$ cat src/design/rmcd_map.vh
// Summary of operation
// - Bus clock runs at exactly half the clock generator primary output.
// - The 1 kHz low-power clock is selectable for watchdog and real-time counter.
// - Debug tools may select the fast debug clock for the debug controller.
// - External reference clock feeds the real-time counter and the converter alternate clock.
// - Internal reference clock is selectable for the real-time counter.
// - Fixed-frequency clock is selectable as counting clock for both timers.
// - Each timer accepts its own external clock input pin.
// - After any reset the device runs from the internal generated clock.
// - Each reset source drives the reset pin low for 68 system clock cycles.
// - Reset cause is decoded and recorded in the reset cause register.
// - An external low on the reset pin forces reset and is a source.
// - During reset the shared debug pin is only a mode-select input.
// - After reset release the shared pin becomes the debug communication pin.
// - Pin high at reset release selects normal operating mode.
// - Pin held low at reset release selects active background debug mode.
// - Each debug bit time lasts 16 debug controller clock cycles.
// - Debug controller clock may run faster than the bus clock when the fast debug clock is selected.
// - Debug pin is pseudo open-drain with short driven-high speed-up pulses.
`ifndef RMCD_MAP_VH
`define RMCD_MAP_VH

// ****************************************
// Register offsets
// ****************************************
`define RMCD_REG_CAUSE     12'h000
`define RMCD_REG_CLKSEL    12'h004
`define RMCD_REG_MODE      12'h008
`define RMCD_REG_SWRST     12'h00C
`define RMCD_REG_IRQ_STAT  12'h010
`define RMCD_REG_IRQ_MASK  12'h014

// ****************************************
// Reset cause bits
// ****************************************
`define RMCD_CAUSE_POR     0
`define RMCD_CAUSE_PIN     1
`define RMCD_CAUSE_WDOG    2
`define RMCD_CAUSE_LVD     3
`define RMCD_CAUSE_ILOP    4
`define RMCD_CAUSE_ILAD    5
`define RMCD_CAUSE_SW      6
`define RMCD_CAUSE_W       7

// ****************************************
// Clock select fields
// ****************************************
`define RMCD_SEL_WDOG      0
`define RMCD_SEL_RTC_LO    1
`define RMCD_SEL_RTC_HI    2
`define RMCD_SEL_T1_LO     3
`define RMCD_SEL_T1_HI     4
`define RMCD_SEL_T2_LO     5
`define RMCD_SEL_T2_HI     6
`define RMCD_SEL_ADC       7
`define RMCD_SEL_DBG       8
`define RMCD_CLKSEL_W      9
`define RMCD_CLKSEL_RST    9'h000

// Interrupt status bits
`define RMCD_IRQ_RESET     0
`define RMCD_IRQ_PINACT    1
`define RMCD_IRQ_W         2

// ****************************************
// Timing
// ****************************************
`define RMCD_STRETCH_BUS_CYC 34
// Stretch in system clocks, at least four per bus cycle; sized to the counter width
`define RMCD_STRETCH_CNT     7'h44
`define RMCD_CNT_W           7
`define RMCD_DBG_BIT_CYC     16
`define RMCD_SPEEDUP_CYC     1
`define RMCD_ID_VALUE        32'h00000000

`endif

$ cat src/design/rmcd_top.v
`timescale 1ns/1ps
`include "rmcd_map.vh"

module rmcd_top (
   // Clock and reset
   input  wire        clock,
   input  wire        nrst,
   // AXI4-Lite write address and data
   input  wire [11:0] s_axi_awaddr,
   input  wire        s_axi_awvalid,
   output wire        s_axi_awready,
   input  wire [31:0] s_axi_wdata,
   input  wire [3:0]  s_axi_wstrb,
   input  wire        s_axi_wvalid,
   output wire        s_axi_wready,
   output reg  [1:0]  s_axi_bresp,
   output reg         s_axi_bvalid,
   input  wire        s_axi_bready,
   // AXI4-Lite read
   input  wire [11:0] s_axi_araddr,
   input  wire        s_axi_arvalid,
   output wire        s_axi_arready,
   output reg  [31:0] s_axi_rdata,
   output reg  [1:0]  s_axi_rresp,
   output reg         s_axi_rvalid,
   input  wire        s_axi_rready,
   // Clock sources
   input  wire        clock_gen_primary_out,
   input  wire        low_power_1khz_osc,
   input  wire        clock_gen_debug_fast_clock,
   input  wire        external_ref_clock_out,
   input  wire        internal_ref_clock_out,
   input  wire        fixed_freq_clock,
   input  wire        timer1_ext_clock_in,
   input  wire        timer2_ext_clock_in,
   // Clock generator control
   output reg         clock_gen_use_internal,
   // Distributed clock enables
   output reg         system_bus_clock,
   output reg         watchdog_clock,
   output reg         rtc_clock,
   output reg         timer1_clock,
   output reg         timer2_clock,
   output reg         adc_alt_clock,
   output reg         debug_ctrl_clock,
   // Internal reset sources
   input  wire        por_event,
   input  wire        watchdog_reset_req,
   input  wire        low_voltage_reset_req,
   input  wire        illegal_opcode_req,
   input  wire        illegal_address_req,
   // Reset pin, open drain
   input  wire        reset_pin_in,
   output wire        reset_pin_out,
   output wire        reset_pin_oe,
   output wire        system_reset_n,
   // Shared debug / mode-select pin
   input  wire        debug_modeselect_pin_in,
   output wire        debug_modeselect_pin_out,
   output wire        debug_modeselect_pin_oe,
   input  wire        debug_tx_bit,
   input  wire        debug_tx_start,
   output reg         debug_tx_busy,
   output reg         debug_rx_level,
   output reg         background_mode,
   // Interrupt
   output wire        irq
);

   // ****************************************
   // Reset stretch and cause
   // ****************************************
   reg [`RMCD_CNT_W-1:0]   stretch_cnt;
   reg [`RMCD_CAUSE_W-1:0] reset_cause_register;
   reg                     sw_reset_req;
   reg                     in_reset;
   reg                     pin_seen_low;
   reg                     mode_latched;
   wire                    any_internal;
   wire                    pin_low;
   wire [`RMCD_CAUSE_W-1:0] new_cause;

   // Pin low while out of reset means an external party pulls it
   assign pin_low = ~reset_pin_in & ~in_reset;
   assign any_internal = por_event | watchdog_reset_req | low_voltage_reset_req |
                         illegal_opcode_req | illegal_address_req | sw_reset_req;

   assign new_cause = {sw_reset_req, illegal_address_req, illegal_opcode_req,
                       low_voltage_reset_req, watchdog_reset_req, pin_low, por_event};

   // Stretch counts system clocks: at least four per bus cycle
   always @(posedge clock or negedge nrst) begin
      if (!nrst) begin
         stretch_cnt          <= `RMCD_CNT_W'h00;
         in_reset             <= 1'b1;
         reset_cause_register <= 7'h01;
      end else if (any_internal || pin_low) begin
         stretch_cnt          <= `RMCD_STRETCH_CNT;
         in_reset             <= 1'b1;
         reset_cause_register <= new_cause;
      end else if (stretch_cnt != `RMCD_CNT_W'h00) begin
         stretch_cnt <= stretch_cnt - `RMCD_CNT_W'h01;
      end else if (reset_pin_in) begin
         // Hold reset until the pin is seen released by outside pulls too
         in_reset <= 1'b0;
      end
   end

   assign reset_pin_out  = 1'b0;
   assign reset_pin_oe   = (stretch_cnt != `RMCD_CNT_W'h00);
   assign system_reset_n = ~in_reset;

   // ****************************************
   // Mode select and debug pin
   // ****************************************
   reg       in_reset_d;
   reg [3:0] bit_cnt;
   reg       speedup;

   // latch mode once at reset release
   always @(posedge clock or negedge nrst) begin
      if (!nrst) begin
         in_reset_d      <= 1'b1;
         background_mode <= 1'b0;
         mode_latched    <= 1'b0;
      end else begin
         in_reset_d <= in_reset;
         if (in_reset) begin
            mode_latched <= 1'b0;
         end else if (in_reset_d && !mode_latched) begin
            background_mode <= ~debug_modeselect_pin_in;
            mode_latched    <= 1'b1;
         end
      end
   end

   // bit timer with open-drain low and short high pulse
   always @(posedge clock or negedge nrst) begin
      if (!nrst) begin
         bit_cnt        <= 4'h0;
         debug_tx_busy  <= 1'b0;
         speedup        <= 1'b0;
         debug_rx_level <= 1'b1;
      end else begin
         debug_rx_level <= debug_modeselect_pin_in;
         speedup        <= 1'b0;
         if (in_reset) begin
            debug_tx_busy <= 1'b0;
            bit_cnt       <= 4'h0;
         end else if (debug_ctrl_clock) begin
            if (!debug_tx_busy && debug_tx_start) begin
               debug_tx_busy <= 1'b1;
               bit_cnt       <= 4'h0;
            end else if (debug_tx_busy) begin
               bit_cnt <= bit_cnt + 4'h1;
               if (bit_cnt == 4'hF) begin
                  debug_tx_busy <= 1'b0;
                  speedup       <= 1'b1;
               end else if (bit_cnt == 4'h3 && debug_tx_bit) begin
                  speedup <= 1'b1;
               end
            end
         end
      end
   end

   // pin serves debug only out of reset
   wire drive_low = debug_tx_busy & (bit_cnt < 4'h4 | ~debug_tx_bit) & ~speedup;
   assign debug_modeselect_pin_out = speedup;
   assign debug_modeselect_pin_oe  = ~in_reset & (drive_low | speedup);

   // ****************************************
   // Clock distribution
   // ****************************************
   reg [`RMCD_CLKSEL_W-1:0] clksel;
   reg                      prim_d;

   // Pick one of four clock source levels; outputs register the level, not an edge
   function sel4;
      input [1:0] s;
      input       a;
      input       b;
      input       c;
      input       d;
      begin
         sel4 = (s == 2'b00) ? a : (s == 2'b01) ? b : (s == 2'b10) ? c : d;
      end
   endfunction

   always @(posedge clock or negedge nrst) begin
      if (!nrst) begin
         prim_d                 <= 1'b0;
         system_bus_clock       <= 1'b0;
         watchdog_clock         <= 1'b0;
         rtc_clock              <= 1'b0;
         timer1_clock           <= 1'b0;
         timer2_clock           <= 1'b0;
         adc_alt_clock          <= 1'b0;
         debug_ctrl_clock       <= 1'b0;
         clock_gen_use_internal <= 1'b1;
      end else begin
         prim_d <= clock_gen_primary_out;
         // bus toggles on each primary rising edge: half frequency
         if (clock_gen_primary_out && !prim_d)
            system_bus_clock <= ~system_bus_clock;
         if (in_reset)
            clock_gen_use_internal <= 1'b1;
         watchdog_clock <= clksel[`RMCD_SEL_WDOG] ? low_power_1khz_osc : system_bus_clock;
         rtc_clock <= sel4(clksel[`RMCD_SEL_RTC_HI:`RMCD_SEL_RTC_LO], low_power_1khz_osc,
                           external_ref_clock_out, internal_ref_clock_out, 1'b0);
         timer1_clock <= sel4(clksel[`RMCD_SEL_T1_HI:`RMCD_SEL_T1_LO], system_bus_clock,
                              fixed_freq_clock, timer1_ext_clock_in, 1'b0);
         timer2_clock <= sel4(clksel[`RMCD_SEL_T2_HI:`RMCD_SEL_T2_LO], system_bus_clock,
                              fixed_freq_clock, timer2_ext_clock_in, 1'b0);
         adc_alt_clock <= clksel[`RMCD_SEL_ADC] ? external_ref_clock_out : system_bus_clock;
         debug_ctrl_clock <= clksel[`RMCD_SEL_DBG] ? clock_gen_debug_fast_clock
                                                     : system_bus_clock;
      end
   end

   // ****************************************
   // Register bus and interrupts
   // ****************************************
   reg [`RMCD_IRQ_W-1:0] irq_stat;
   reg [`RMCD_IRQ_W-1:0] irq_mask;
   reg                   aw_held;
   reg                   w_held;
   reg [11:0]            aw_addr;
   reg [31:0]            w_data;
   wire                  do_write;
   wire [1:0]            ev;

   assign s_axi_awready = ~aw_held & ~s_axi_bvalid;
   assign s_axi_wready  = ~w_held & ~s_axi_bvalid;
   assign s_axi_arready = ~s_axi_rvalid;
   assign do_write      = aw_held & w_held & ~s_axi_bvalid;
   assign ev            = {pin_low, in_reset & ~in_reset_d};
   assign irq           = |(irq_stat & irq_mask);

   // Write side: address and data may come in either order
   always @(posedge clock or negedge nrst) begin
      if (!nrst) begin
         aw_held      <= 1'b0;
         w_held       <= 1'b0;
         aw_addr      <= 12'h000;
         w_data       <= 32'h00000000;
         s_axi_bvalid <= 1'b0;
         s_axi_bresp  <= 2'b00;
         clksel       <= `RMCD_CLKSEL_RST;
         irq_mask     <= 2'h0;
         irq_stat     <= 2'h0;
         sw_reset_req <= 1'b0;
      end else begin
         sw_reset_req <= 1'b0;
         if (s_axi_awvalid && s_axi_awready) begin
            aw_held <= 1'b1;
            aw_addr <= s_axi_awaddr;
         end
         if (s_axi_wvalid && s_axi_wready) begin
            w_held <= 1'b1;
            w_data <= s_axi_wdata;
         end
         if (s_axi_bvalid && s_axi_bready)
            s_axi_bvalid <= 1'b0;
         // Set wins over a simultaneous clear
         irq_stat <= irq_stat | ev;
         if (do_write) begin
            aw_held      <= 1'b0;
            w_held       <= 1'b0;
            s_axi_bvalid <= 1'b1;
            s_axi_bresp  <= 2'b00;
            if (aw_addr == `RMCD_REG_CLKSEL)
               clksel <= w_data[`RMCD_CLKSEL_W-1:0];
            else if (aw_addr == `RMCD_REG_SWRST)
               sw_reset_req <= w_data[0];
            else if (aw_addr == `RMCD_REG_IRQ_STAT)
               irq_stat <= (irq_stat & ~w_data[1:0]) | ev;
            else if (aw_addr == `RMCD_REG_IRQ_MASK)
               irq_mask <= w_data[1:0];
            else if (aw_addr != `RMCD_REG_CAUSE && aw_addr != `RMCD_REG_MODE)
               s_axi_bresp <= 2'b10;
         end
      end
   end

   // Read side: one cycle after the address is taken
   always @(posedge clock or negedge nrst) begin
      if (!nrst) begin
         s_axi_rvalid <= 1'b0;
         s_axi_rdata  <= 32'h00000000;
         s_axi_rresp  <= 2'b00;
      end else if (s_axi_arvalid && s_axi_arready) begin
         s_axi_rvalid <= 1'b1;
         s_axi_rresp  <= 2'b00;
         s_axi_rdata  <= 32'h00000000;
         if (s_axi_araddr == `RMCD_REG_CAUSE)
            s_axi_rdata <= {25'h0, reset_cause_register};
         else if (s_axi_araddr == `RMCD_REG_CLKSEL)
            s_axi_rdata <= {23'h0, clksel};
         else if (s_axi_araddr == `RMCD_REG_MODE)
            s_axi_rdata <= {30'h0, mode_latched, background_mode};
         else if (s_axi_araddr == `RMCD_REG_SWRST)
            s_axi_rdata <= 32'h00000000;
         else if (s_axi_araddr == `RMCD_REG_IRQ_STAT)
            s_axi_rdata <= {30'h0, irq_stat};
         else if (s_axi_araddr == `RMCD_REG_IRQ_MASK)
            s_axi_rdata <= {30'h0, irq_mask};
         else
            s_axi_rresp <= 2'b10;
      end else if (s_axi_rvalid && s_axi_rready) begin
         s_axi_rvalid <= 1'b0;
      end
   end

endmodule

$ cat config.mk
export PLATFORM = sky130hd
export DESIGN_NAME = rmcd_top
export DESIGN_NICKNAME = d
export VERILOG_FILES = /design/src/design/rmcd_top.v
export VERILOG_INCLUDE_DIRS = /design/src /design/src/design
export SDC_FILE = /design/constraint.sdc
export NUM_CORES = 1
export LEC_CHECK = 0
export BUFFER_PORTS_ARGS = -buffer_cell sky130_fd_sc_hd__clkbuf_2
export CAP_MARGIN = 20
export CELL_PAD_IN_SITES_DETAIL_PLACEMENT = 2
export CELL_PAD_IN_SITES_GLOBAL_PLACEMENT = 2
export CORE_ASPECT_RATIO = 0.8
export CORE_MARGIN = 10
export CORE_UTILIZATION = 30
export DETAILED_ROUTE_END_ITERATION = 7
export MAX_ROUTING_LAYER = met4
export PLACE_DENSITY = 0.85
export SYNTH_ARGS = -nofsm -noshare
export SYNTH_HDL_FRONTEND = slang
export SYNTH_SLANG_ARGS = --single-unit
$ cat constraint.sdc
create_clock -name clock -period 2.3 [get_ports clock]
set_input_delay 0.115 -clock clock [delete_from_list [all_inputs] [get_ports clock]]
set_output_delay 0.115 -clock clock [all_outputs]
set_load 0.02 [all_outputs]
==> results of run 1 <==
[layout by cell type (no fill, tap or decap), drive strengths merged, types with 4 or more instances in the layout]
| cell | instances |
|---|---|
| a221o | 6 |
| xnor2 | 5 |
| dfrtp | 79 |
| conb | 27 |
| nor2 | 27 |
| dfstp | 4 |
| nand2 | 9 |
| inv | 12 |
| and2 | 6 |
| nand4 | 4 |
| buf | 9 |
| mux2 | 36 |
| mux2i | 6 |
| a21oi | 11 |
| nand3b | 4 |
| nor3 | 8 |
| clkbuf | 97 |
| nor4 | 5 |
| a21o | 8 |
| nor2b | 5 |
| o21ai | 10 |
| dlygate4sd3 | 12 |
[final cells by class]
class                           count  share of cell area, %
Sequential cell                    83                  43.64
Tap cell                          171                  4.485
Multi-Input combinational cell    217                  31.65
Inverter                           12                 0.9441
Timing Repair Buffer              107                  13.22
Clock inverter                      5                  1.180
Clock buffer                       11                  4.878
[cell families after synthesis]
| group | share of synthesized area [%] |
|---|---|
| flops | 55.12 |
| xor+xnor | 1.159 |
| simple gates | 12.92 |
| fa+ha+maj | 0.9938 |
| compound gates | 9.772 |
| other cells | 0.1988 |
| buf+inv | 7.519 |
| mux | 12.32 |
[power groups by stage]
stage	clock (mW)	sequential (mW)	combinational, mW
detailed placement	0	2.04	0.950
finish	1.41	2.00	0.953
global route	1.52	2.06	1.05
CTS	1.46	2.01	0.975
global placement	0	2.00	0.890
floorplan	0	2.03	0.587
[flip-flops by register name, summed over array words and instances (netlist names), 2 cells and up]
register / cells
aw_addr: 12
clksel: 9
s_axi_rdata: 9
w_data: 9
reset_cause_register: 7
stretch_cnt: 7
bit_cnt: 4
irq_mask: 2
irq_stat: 2
[stage by stage]
step	power [mW]	hold slack (ns)	util, %	area (um^2)	cells
global placement	2.893	0.1786	35.60	4362	578
floorplan	2.613	-0.1806	-	3871	348
CTS	4.449	0.005269	38.94	4771	606
finish	4.369	0.01627	38.94	4771	606
global route	4.626	0.006626	38.94	4771	606
detailed placement	2.987	0.1903	35.60	4362	578
[path summary, 6_finish.rpt]
kind / from / to / cells past startpoint / slack, ns
max: aw_addr[10]$_DFFE_PN0P_ / clksel[4]$_DFFE_PN0P_ / 4 / 0.31
min: s_axi_wdata[8] / w_data[8]$_DFFE_PN0P_ / 2 / 0.02
max reg2reg: aw_addr[10]$_DFFE_PN0P_ / clksel[4]$_DFFE_PN0P_ / 4 / 0.31
min reg2reg: reset_cause_register[6]$_DFFE_PN0P_ / reset_cause_register[6]$_DFFE_PN0P_ / 1 / 0.48
max in group asynchronous: nrst / reset_cause_register[0]$_DFFE_PN1P_ / 3 / 1.26
min in group asynchronous: nrst / timer2_clock$_DFF_PN0_ / 2 / 0.36
[critical path: cells and delay by family, from the launching register on]
family | cells | cell delay [ns]
multiplexers | 1 | 0.41
flip-flops | 1 | 0.37
AND/OR/NAND/NOR | 3 | 1.09
[what timing repair did]
action,CTS,global route
endpoints found under the hold margin,56,0
buffers inserted,0,0
hold buffers,12,0
[per-layer routing]
| metal | track usage (%) | share of wire [%] | vias up |
|---|---|---|---|
| li1 | - | - | 1308 |
| met5 | - | 0 | - |
| met2 | 22.91 | 51 | 79 |
| met3 | 4.212 | 4.8 | 13 |
| met4 | 3.846 | 1.4 | 0 |
| met1 | 14.71 | 43 | 1419 |
==> impl_metrics.py, run 1 <==
metrics = {
    "outcome": {
        "status": "completed",
    },
    "setup_path": {
        "critPathRequiredTime_ns": 2.52,
        "slowest_delay_ns": 0.42,
        "path_cells": "nor4_1, and3_1, nand4_2, mux2_2",
        "slowest_stage": "nor4_1",
        "crit_type": "reg2reg",
        "cp_max_fo": 9,
        "worstSetupEndpointType": "flip-flop",
        "arrival_ns": 2.21,
        "start_kind": "flip-flop",
    },
    "die": {
        "die_x_um": 145.5,
        "boundaryPins": 142,
        "fp.dieH_um": 120.4,
        "num_rows": 36,
        "die-area_mm2": 0.01751,
        "core_area_mm2": 0.01225,
        "initial_core_util_pct": 30.83,
    },
    "logic_synthesis": {
        "syn_area_mm2": 0.003777,
        "synth_commonest_cells": "79 x dfrtp_1, 36 x mux2_2, 27 x buf_4, 27 x nor2_1, 12 x inv_1",
        "synth_edf_count": 0,
        "synth_seq_cells": 83,
        "async_reset_ff_share_pct": 100.0,
        "yosysTopAreaCell": "dfrtp_1",
        "yosysMostFrequentCell": "dfrtp_1",
        "ys_warn_count": 0,
        "ys_seq_area_share_pct": 55.12,
        "synth.area.top_cells": "dfrtp_1 52%, mux2_2 11%, buf_4 5.4%, dfstp_2 2.8%, nor2_1 2.7%",
        "syn_avg_cell_area_um2": 11.69,
        "synthCells": 323,
        "ys_dominant_reg_cell": "dfrtp_1",
        "synth_top_area_share_pct": 52.34,
        "synth_cell_type_count": 47,
    },
    "worst_hold_path": {
        "hp-class": "in2reg",
    },
    "power": {
        "peakVddDrop_v": 0.0004410,
        "seqPwrFrac_pct": 45.8,
        "clkPwrFrac_pct": 32.4,
        "p_comb_share_pct": 21.8,
        "powerDensity_mw_per_mm2": 915.7,
        "p_leak_nw": 2.274,
        "p_sw_share_pct": 30.43,
        "intPower_mw": 3.039,
        "p_sw_mw": 1.329,
    },
    "global_routing": {
        "antenna_found_initial": 0,
        "overflow": 0,
        "track_usage_pct": 13.33,
        "grt_pass1_wl_um": 18070,
        "grt_pass1_vias": 3244,
        "grt_max_degree": 50,
    },
    "clocking": {
        "clock_path_buffers": 2,
        "h-tree-depth": 3,
        "clkSinkCount": 83,
        "cts_made_buffers": 9,
        "cts_resized": 0,
        "root_buffer": "clkbuf_16",
        "cts_tree": "yes",
        "cts.clk_slew.worst_paths_ns": 0.06,
        "worst_skew_pair.late_latency_ns": 0.34,
    },
    "timing": {
        "rsz0062_at_grt": "no",
        "period_share_pct": 86.55,
        "worst_slack_ns": 0.3094,
        "timing.final.crit_period_ns": 1.991,
        "fin_setup_tns_ns": 0,
        "fmax_ghz": 0.5024,
        "drv_slew": 0,
        "clock_skew_ns": 0.006457,
        "hold_viol": 0,
        "setup_viol": 0,
        "worst_pin_slew_ns": 0.6610,
        "maxSlewHeadroom_pct": 55.93,
    },
    "place": {
        "dp_hpwl_um": 8565,
        "dp_slack_ns": 0.3265,
        "gp_congestion": 0.7517,
        "io_buffer_count": 87,
    },
    "routing": {
        "detail-route-antenna-nets": 0,
        "drc": 0,
        "drt_iter0_markers": 104,
        "totalWireLength_um": 11130,
        "dr_total_vias": 2819,
        "avgViaCountPerCell": 4.652,
        "first_pass_iters": 4,
        "wl_per_cell_um": 18.36,
    },
    "cells_and_area": {
        "drive_gt1_share_pct": 36.55,
        "antenna_cells": 0,
        "multi_input_area_mm2": 0.001510,
        "fin_nets": 517,
        "area_delta_synth_final_pct": 26.30,
        "seq_area_mm2": 0.002082,
        "fill_cells": 1332,
    },
    "job": {
        "drv_cap": 0,
    },
}
(Power assumes the default switching activity.)
==> run 2: changes to the inputs <==
--- a/config.mk
+++ b/config.mk
@@ -7,11 +7,11 @@
 export NUM_CORES = 1
 export LEC_CHECK = 0
+export ABC_AREA = 1
 export BUFFER_PORTS_ARGS = -buffer_cell sky130_fd_sc_hd__clkbuf_2
-export CAP_MARGIN = 20
 export CELL_PAD_IN_SITES_DETAIL_PLACEMENT = 2
 export CELL_PAD_IN_SITES_GLOBAL_PLACEMENT = 2
 export CORE_ASPECT_RATIO = 0.8
 export CORE_MARGIN = 10
-export CORE_UTILIZATION = 30
+export CORE_UTILIZATION = 28
 export DETAILED_ROUTE_END_ITERATION = 7
 export MAX_ROUTING_LAYER = met4
==> constraint.sdc (replaced) <==
create_clock -name clock -period 2.3 [get_ports clock]
set_input_delay 0.46 -clock clock [delete_from_list [all_inputs] [get_ports clock]]
set_output_delay 0.46 -clock clock [all_outputs]
set_load 0.02 [all_outputs]
==> impl_metrics.py, run 2 <==
metrics = {
    "outcome": {
        "status": "completed",
    },
    "logic_synthesis": {
        "synth-xor-area-share_pct": 0.4422,
        "synth_edf_count": 0,
        "ys_seq_area_share_pct": 52.56,
        "synth_seq_cells": 83,
        "synth_top_area_share_pct": 49.91,
        "yosysMostFrequentCell": "dfrtp_1",
        "yosysTopAreaCell": "dfrtp_1",
        "ys_dominant_reg_cell": "dfrtp_1",
        "synthAdderAreaFrac_pct": 0.9476,
        "syn_avg_cell_area_um2": 8.745,
        "syn_area_mm2": 0.003961,
        "synth_top_family_by_area": "simple AND/OR/NAND/NOR gates",
        "synth_cell_type_count": 38,
        "synthMuxAreaShare_pct": 0.8528,
        "synthSimpleGateAreaFrac_pct": 20.09,
        "synth.area.top_cells": "dfrtp_1 50%, nand2_1 7.3%, inv_1 5.7%, buf_4 5.1%, nor2_1 5.1%",
        "synth_commonest_cells": "79 x dfrtp_1, 77 x nand2_1, 60 x inv_1, 54 x nor2_1, 28 x o21ai_0",
        "ys_warn_count": 0,
        "synth_compound_area_share_pct": 13.27,
        "synthCells": 453,
        "async_reset_ff_share_pct": 100.0,
    },
    "place": {
        "io_buffer_count": 87,
        "dp_hpwl_um": 9851,
        "placed_cell_area_mm2": 0.004547,
        "gp_congestion": 0.8297,
        "placed_cells": 719,
    },
    "timing": {
        "fmax_ghz": 0.4662,
        "drv_slew": 0,
        "clock_skew_ns": 0.007331,
        "period_share_pct": 93.25,
        "maxSlewHeadroom_pct": 59.12,
        "rsz0062_at_grt": "no",
        "hold_viol": 0,
        "worst_pin_slew_ns": 0.6085,
        "timing.final.crit_period_ns": 2.145,
        "fin_setup_tns_ns": 0,
        "setup_viol": 0,
    },
    "setup_path": {
        "critPathRequiredTime_ns": 1.84,
        "crit_family": "buffers and inverters",
        "crit_type": "reg2out",
        "cp_max_fo": 6,
        "r2r_end": "stretch_cnt[0]$_DFFE_PN0P_",
        "cp-endpoint": "reset_pin_oe",
        "slowest_delay_ns": 0.41,
        "reg2reg_depth": 4,
        "slowest_stage": "dfrtp_1",
        "arrival_ns": 1.68,
        "worstSetupEndpointType": "output pin",
        "worstReg2RegStart": "in_reset$_DFFE_PN1P_",
        "crit_top_cell": "inv_1",
        "critPathBufInv": 4,
        "crit_start": "stretch_cnt[0]$_DFFE_PN0P_",
        "path_cells": "inv_2, ha_1, inv_1, nor3_2, inv_1, clkbuf_2",
        "start_kind": "flip-flop",
        "cp.depth": 6,
        "rrSetupSlack_ns": 0.65,
    },
    "job": {
        "drv_cap": 0,
    },
    "die": {
        "die-area_mm2": 0.01933,
        "boundaryPins": 142,
        "fp.dieH_um": 126.4,
        "die_x_um": 153.0,
        "num_rows": 38,
        "core_area_mm2": 0.01369,
        "initial_core_util_pct": 28.93,
    },
    "global_routing": {
        "grt_pass1_vias": 4014,
        "track_usage_pct": 13.64,
        "overflow": 0,
        "antenna_found_initial": 0,
        "grt_max_degree": 45,
        "grt_pass1_wl_um": 21230,
    },
    "worst_hold_path": {
        "hp-class": "in2async",
    },
    "power": {
        "p_sw_share_pct": 33.71,
        "seqPwrFrac_pct": 44.9,
        "clkPwrFrac_pct": 31.1,
        "p_total_mw": 4.211,
        "p_sw_mw": 1.419,
        "p_leak_nw": 2.371,
        "powerDensity_mw_per_mm2": 875.7,
        "peakVddDrop_v": 0.0004715,
        "p_comb_share_pct": 24.1,
        "intPower_mw": 2.791,
    },
    "cells_and_area": {
        "area_delta_synth_final_pct": 21.38,
        "instances_no_fill": 734,
        "final_cell_mix": "86 x clkbuf_2, 79 x dfrtp_1, 77 x nand2_1, 59 x inv_1, 54 x nor2_1",
        "final_common_cell": "clkbuf_2",
        "largest_reg_flops": 12,
        "antenna_cells": 0,
        "fin_nets": 637,
        "drive_gt1_share_pct": 23.29,
        "fin_area_mm2": 0.004808,
        "fill_cells": 1604,
        "largest-register": "aw_addr",
        "final_core_util_pct": 35.12,
    },
    "routing": {
        "avgViaCountPerCell": 4.666,
        "detail-route-antenna-nets": 0,
        "wl_per_cell_um": 17.17,
        "first_pass_iters": 4,
        "totalWireLength_um": 12610,
        "drt_iter0_markers": 114,
        "drc": 0,
        "dr_total_vias": 3425,
    },
    "clocking": {
        "hold_buffers": 0,
        "cts.clk_slew.worst_paths_ns": 0.06,
        "cts_tree": "yes",
        "clkSinkCount": 83,
        "clock_path_buffers": 2,
        "h-tree-depth": 3,
        "root_buffer": "clkbuf_16",
        "worst_skew_pair.late_latency_ns": 0.34,
        "cts_made_buffers": 9,
    },
}
-- run 2: changes by cell type after synthesis, sizes merged, moves of 6 or more --
cell and delta:
a21o -8, a21oi +15, a221o -6, and2 -6, inv +50, mux2 -33, mux2i -6, nand2 +69
nand3 +20, nor2 +30, o21ai +26
-- run 2: cells by family after synthesis --
kind of cell,after synthesis
AND/OR/NAND/NOR,177
buffers and inverters,94
AO/OA/AOI/OAI,89
flip-flops,83
adder cells (fa/ha/maj),3
multiplexers,3
other,2
XOR/XNOR,2
-- run 2: cell type report --
cell class                      instances  area (um^2)  share of cell area, %
Sequential cell                        83         2082                  43.30
Multi-Input combinational cell        301         1511                  31.43
Timing Repair Buffer                   93        495.5                  10.30
Clock buffer                           11        232.7                  4.840
Inverter                               62        232.7                  4.840
Tap cell                              180        225.2                  4.684
Clock inverter                          4        28.78                 0.5985
-- run 2: power groups by stage --
stage | sequential [mW] | combinational [mW] | clock, mW
2_1_floorplan | 1.97 | 0.582 | 0
3_3_place_gp | 1.90 | 0.984 | 0
3_5_place_dp | 1.92 | 1.04 | 0
4_1_cts | 1.90 | 1.04 | 1.36
5_1_grt | 1.93 | 1.18 | 1.41
6_report | 1.89 | 1.01 | 1.31
-- run 2: what timing repair did --
item                                    CTS  global route
gates resized for setup                   0             1
endpoints found under the hold margin     0             0
setup buffers                             0             0
endpoints found under the setup margin    0             1
-- run 2: per-stage QoR --
| step | hold slack, ns | setup slack [ns] |
|---|---|---|
| 5_1_grt | 0.1613 | 0.01103 |
| 2_1_floorplan | 0.1644 | 0.6866 |
| 3_5_place_dp | 0.4273 | 0.3379 |
| 4_1_cts | 0.1414 | 0.06211 |
| 3_3_place_gp | 0.4229 | 0.5294 |
| 6_report | 0.1199 | 0.1551 |
-- run 2: how the worst min path moves through the flow --
stage               slack, ns  cells past startpoint            startpoint                    endpoint
global route             0.16                      1                  nrst  stretch_cnt[2]$_DFFE_PN0P_
finish                   0.12                      1                  nrst  stretch_cnt[2]$_DFFE_PN0P_
detailed placement       0.43                      0  in_reset$_DFFE_PN1P_        in_reset_d$_DFF_PN1_
CTS                      0.14                      1                  nrst  stretch_cnt[2]$_DFFE_PN0P_
global placement         0.42                      0  in_reset$_DFFE_PN1P_        in_reset_d$_DFF_PN1_
floorplan                0.16                      0                  nrst     adc_alt_clock$_DFF_PN0_
-- run 2: layer usage --
metal  part of all wire (%)  GRT usage, %
met5                      0             -
met1                     46         16.14
met3                    3.6         3.208
met2                     50         23.03
met4                    1.0         3.415
==> run 3: changes to the inputs <==
Settings changed: ABC_AREA 1 to 0, CORE_UTILIZATION 28 to 30.
==> impl_metrics.py, run 3 (same netlist as run 1, synthesis figures left out) <==
metrics = {
    "cells_and_area": {
        "drive_gt1_share_pct": 37.91,
        "largest-register": "aw_addr",
        "fill_cells": 1338,
        "final_common_cell": "clkbuf_2",
        "final_cell_mix": "86 x clkbuf_2, 79 x dfrtp_1, 36 x mux2_2, 27 x nor2_1, 27 x conb_1",
        "area_delta_synth_final_pct": 24.38,
        "antenna_cells": 0,
        "largest_reg_flops": 12,
        "multi_input_area_mm2": 0.001515,
        "fin_nets": 505,
        "seq_area_mm2": 0.002082,
    },
    "timing": {
        "clock_skew_ns": 0.006897,
        "setup_viol": 0,
        "maxSlewHeadroom_pct": 64.96,
        "worst_pin_slew_ns": 0.5257,
        "fin_setup_tns_ns": 0,
        "timing.final.crit_period_ns": 2.124,
        "period_share_pct": 92.33,
        "fmax_ghz": 0.4709,
        "drv_slew": 0,
        "hold_viol": 0,
        "rsz0062_at_grt": "no",
    },
    "clocking": {
        "cts.clk_slew.worst_paths_ns": 0.06,
        "h-tree-depth": 3,
        "worst_skew_pair.late_latency_ns": 0.35,
        "root_buffer": "clkbuf_16",
        "cts_made_buffers": 9,
        "post_cts_buffers": 0,
        "clkSinkCount": 83,
        "cts_tree": "yes",
        "clock_path_buffers": 2,
    },
    "power": {
        "powerDensity_mw_per_mm2": 974.4,
        "p_total_mw": 4.578,
        "p_leak_nw": 2.243,
        "peakVddDrop_v": 0.0007203,
    },
    "routing": {
        "detail-route-antenna-nets": 0,
        "first_pass_iters": 4,
        "wl_per_cell_um": 18.74,
        "drt_iter0_markers": 96,
        "totalWireLength_um": 11110,
        "avgViaCountPerCell": 4.663,
        "drc": 0,
        "dr_total_vias": 2765,
    },
    "global_routing": {
        "antenna_found_initial": 0,
        "overflow": 0,
        "grt_max_degree": 84,
        "track_usage_pct": 13.49,
        "grt_pass1_vias": 3239,
        "grt_pass1_wl_um": 18260,
    },
    "setup_path": {
        "worstSetupEndpointType": "output pin",
        "r2r_end": "clksel[0]$_DFFE_PN0P_",
        "start_kind": "flip-flop",
        "rrSetupSlack_ns": 0.31,
        "crit_family": "buffers and inverters",
        "cp_max_fo": 5,
        "crit_type": "reg2out",
        "path_cells": "inv_1, ha_1, and3_1, inv_1, clkbuf_2",
        "worstReg2RegStart": "aw_addr[10]$_DFFE_PN0P_",
        "critPathBufInv": 3,
        "critPathRequiredTime_ns": 1.84,
        "arrival_ns": 1.66,
        "crit_top_cell": "inv_1",
        "slowest_stage": "dfrtp_1",
        "slowest_delay_ns": 0.37,
        "reg2reg_depth": 4,
    },
    "place": {
        "gp_congestion": 0.7545,
        "io_buffer_count": 87,
        "dp_hpwl_um": 8557,
    },
    "die": {
        "core_area_mm2": 0.01225,
        "die_x_um": 145.5,
        "initial_core_util_pct": 30.83,
        "fp.dieH_um": 120.4,
        "num_rows": 36,
        "die-area_mm2": 0.01751,
        "boundaryPins": 142,
    },
    "worst_hold_path": {
        "hp-class": "in2async",
    },
    "outcome": {
        "status": "completed",
    },
    "job": {
        "drv_cap": 0,
    },
}
## run 3: changes by cell type in the layout (fill, tap and decap cells not counted), sizes merged, moves of 6 or more
cell | previous run | this run
mux2i | 0 | 6
nand3 | 22 | 2
nand2 | 78 | 9
inv | 62 | 12
a21o | 0 | 8
nor2 | 57 | 27
mux2 | 3 | 36
a21oi | 26 | 11
a221o | 0 | 6
o21ai | 36 | 10
and2 | 0 | 6
## run 3: how the worst max path moves through the flow
stage	cells after the start	end	slack (ns)	from
2_1_floorplan	4	aw_addr[0]$_DFFE_PN0P_	0.43	s_axi_bvalid$_DFFE_PN0P_
4_1_cts	4	reset_pin_oe	0.05	stretch_cnt[3]$_DFFE_PN0P_
3_5_place_dp	4	stretch_cnt[1]$_DFFE_PN0P_	0.27	por_event
6_report	5	reset_pin_oe	0.18	stretch_cnt[0]$_DFFE_PN0P_
5_1_grt	5	reset_pin_oe	0.02	stretch_cnt[0]$_DFFE_PN0P_
3_3_place_gp	4	stretch_cnt[1]$_DFFE_PN0P_	0.30	por_event
## run 3: per-stage QoR
stage          instance area (um^2)  util [%]  setup slack, ns  std cells  hold slack, ns
2_1_floorplan                  3871         -           0.4290        348          0.1644
3_3_place_gp                   4362     35.60           0.3000        578          0.4607
3_5_place_dp                   4362     35.60           0.2676        578          0.4766
4_1_cts                        4693     38.31          0.04636        593          0.1593
5_1_grt                        4698     38.35          0.02146        593          0.1827
6_report                       4698     38.35           0.1763        593          0.1316
## run 3: metal layers
metal,routed length [um],global-route usage (%),up-vias
met5,0,-,-
met4,108,3.405,0
met3,503,4.063,9
met2,5718,23.08,81
met1,4782,15.24,1400
li1,-,-,1275
## run 3: cell type report
type | instances | share of cell area, %
repair buffers | 95 | 10.87
clock buffers | 10 | 4.874
flip-flops and latches | 83 | 44.31
clock inverters | 5 | 2.184
well taps | 171 | 4.554
inverters | 12 | 0.9587
multi-input cells | 217 | 32.25
## run 3: report_power, final
group	leakage, nW	internal (mW)	switching, mW
Clock	0.159	1.05	0.583
Sequential	1.03	1.76	0.253
Combinational	1.05	0.432	0.501
Total	2.24	3.24	1.34
## run 3: repair_timing
action / in CTS / in global routing
hold buffers: 0 / 0
gates resized for setup: 0 / 1
setup endpoints to repair: 0 / 1
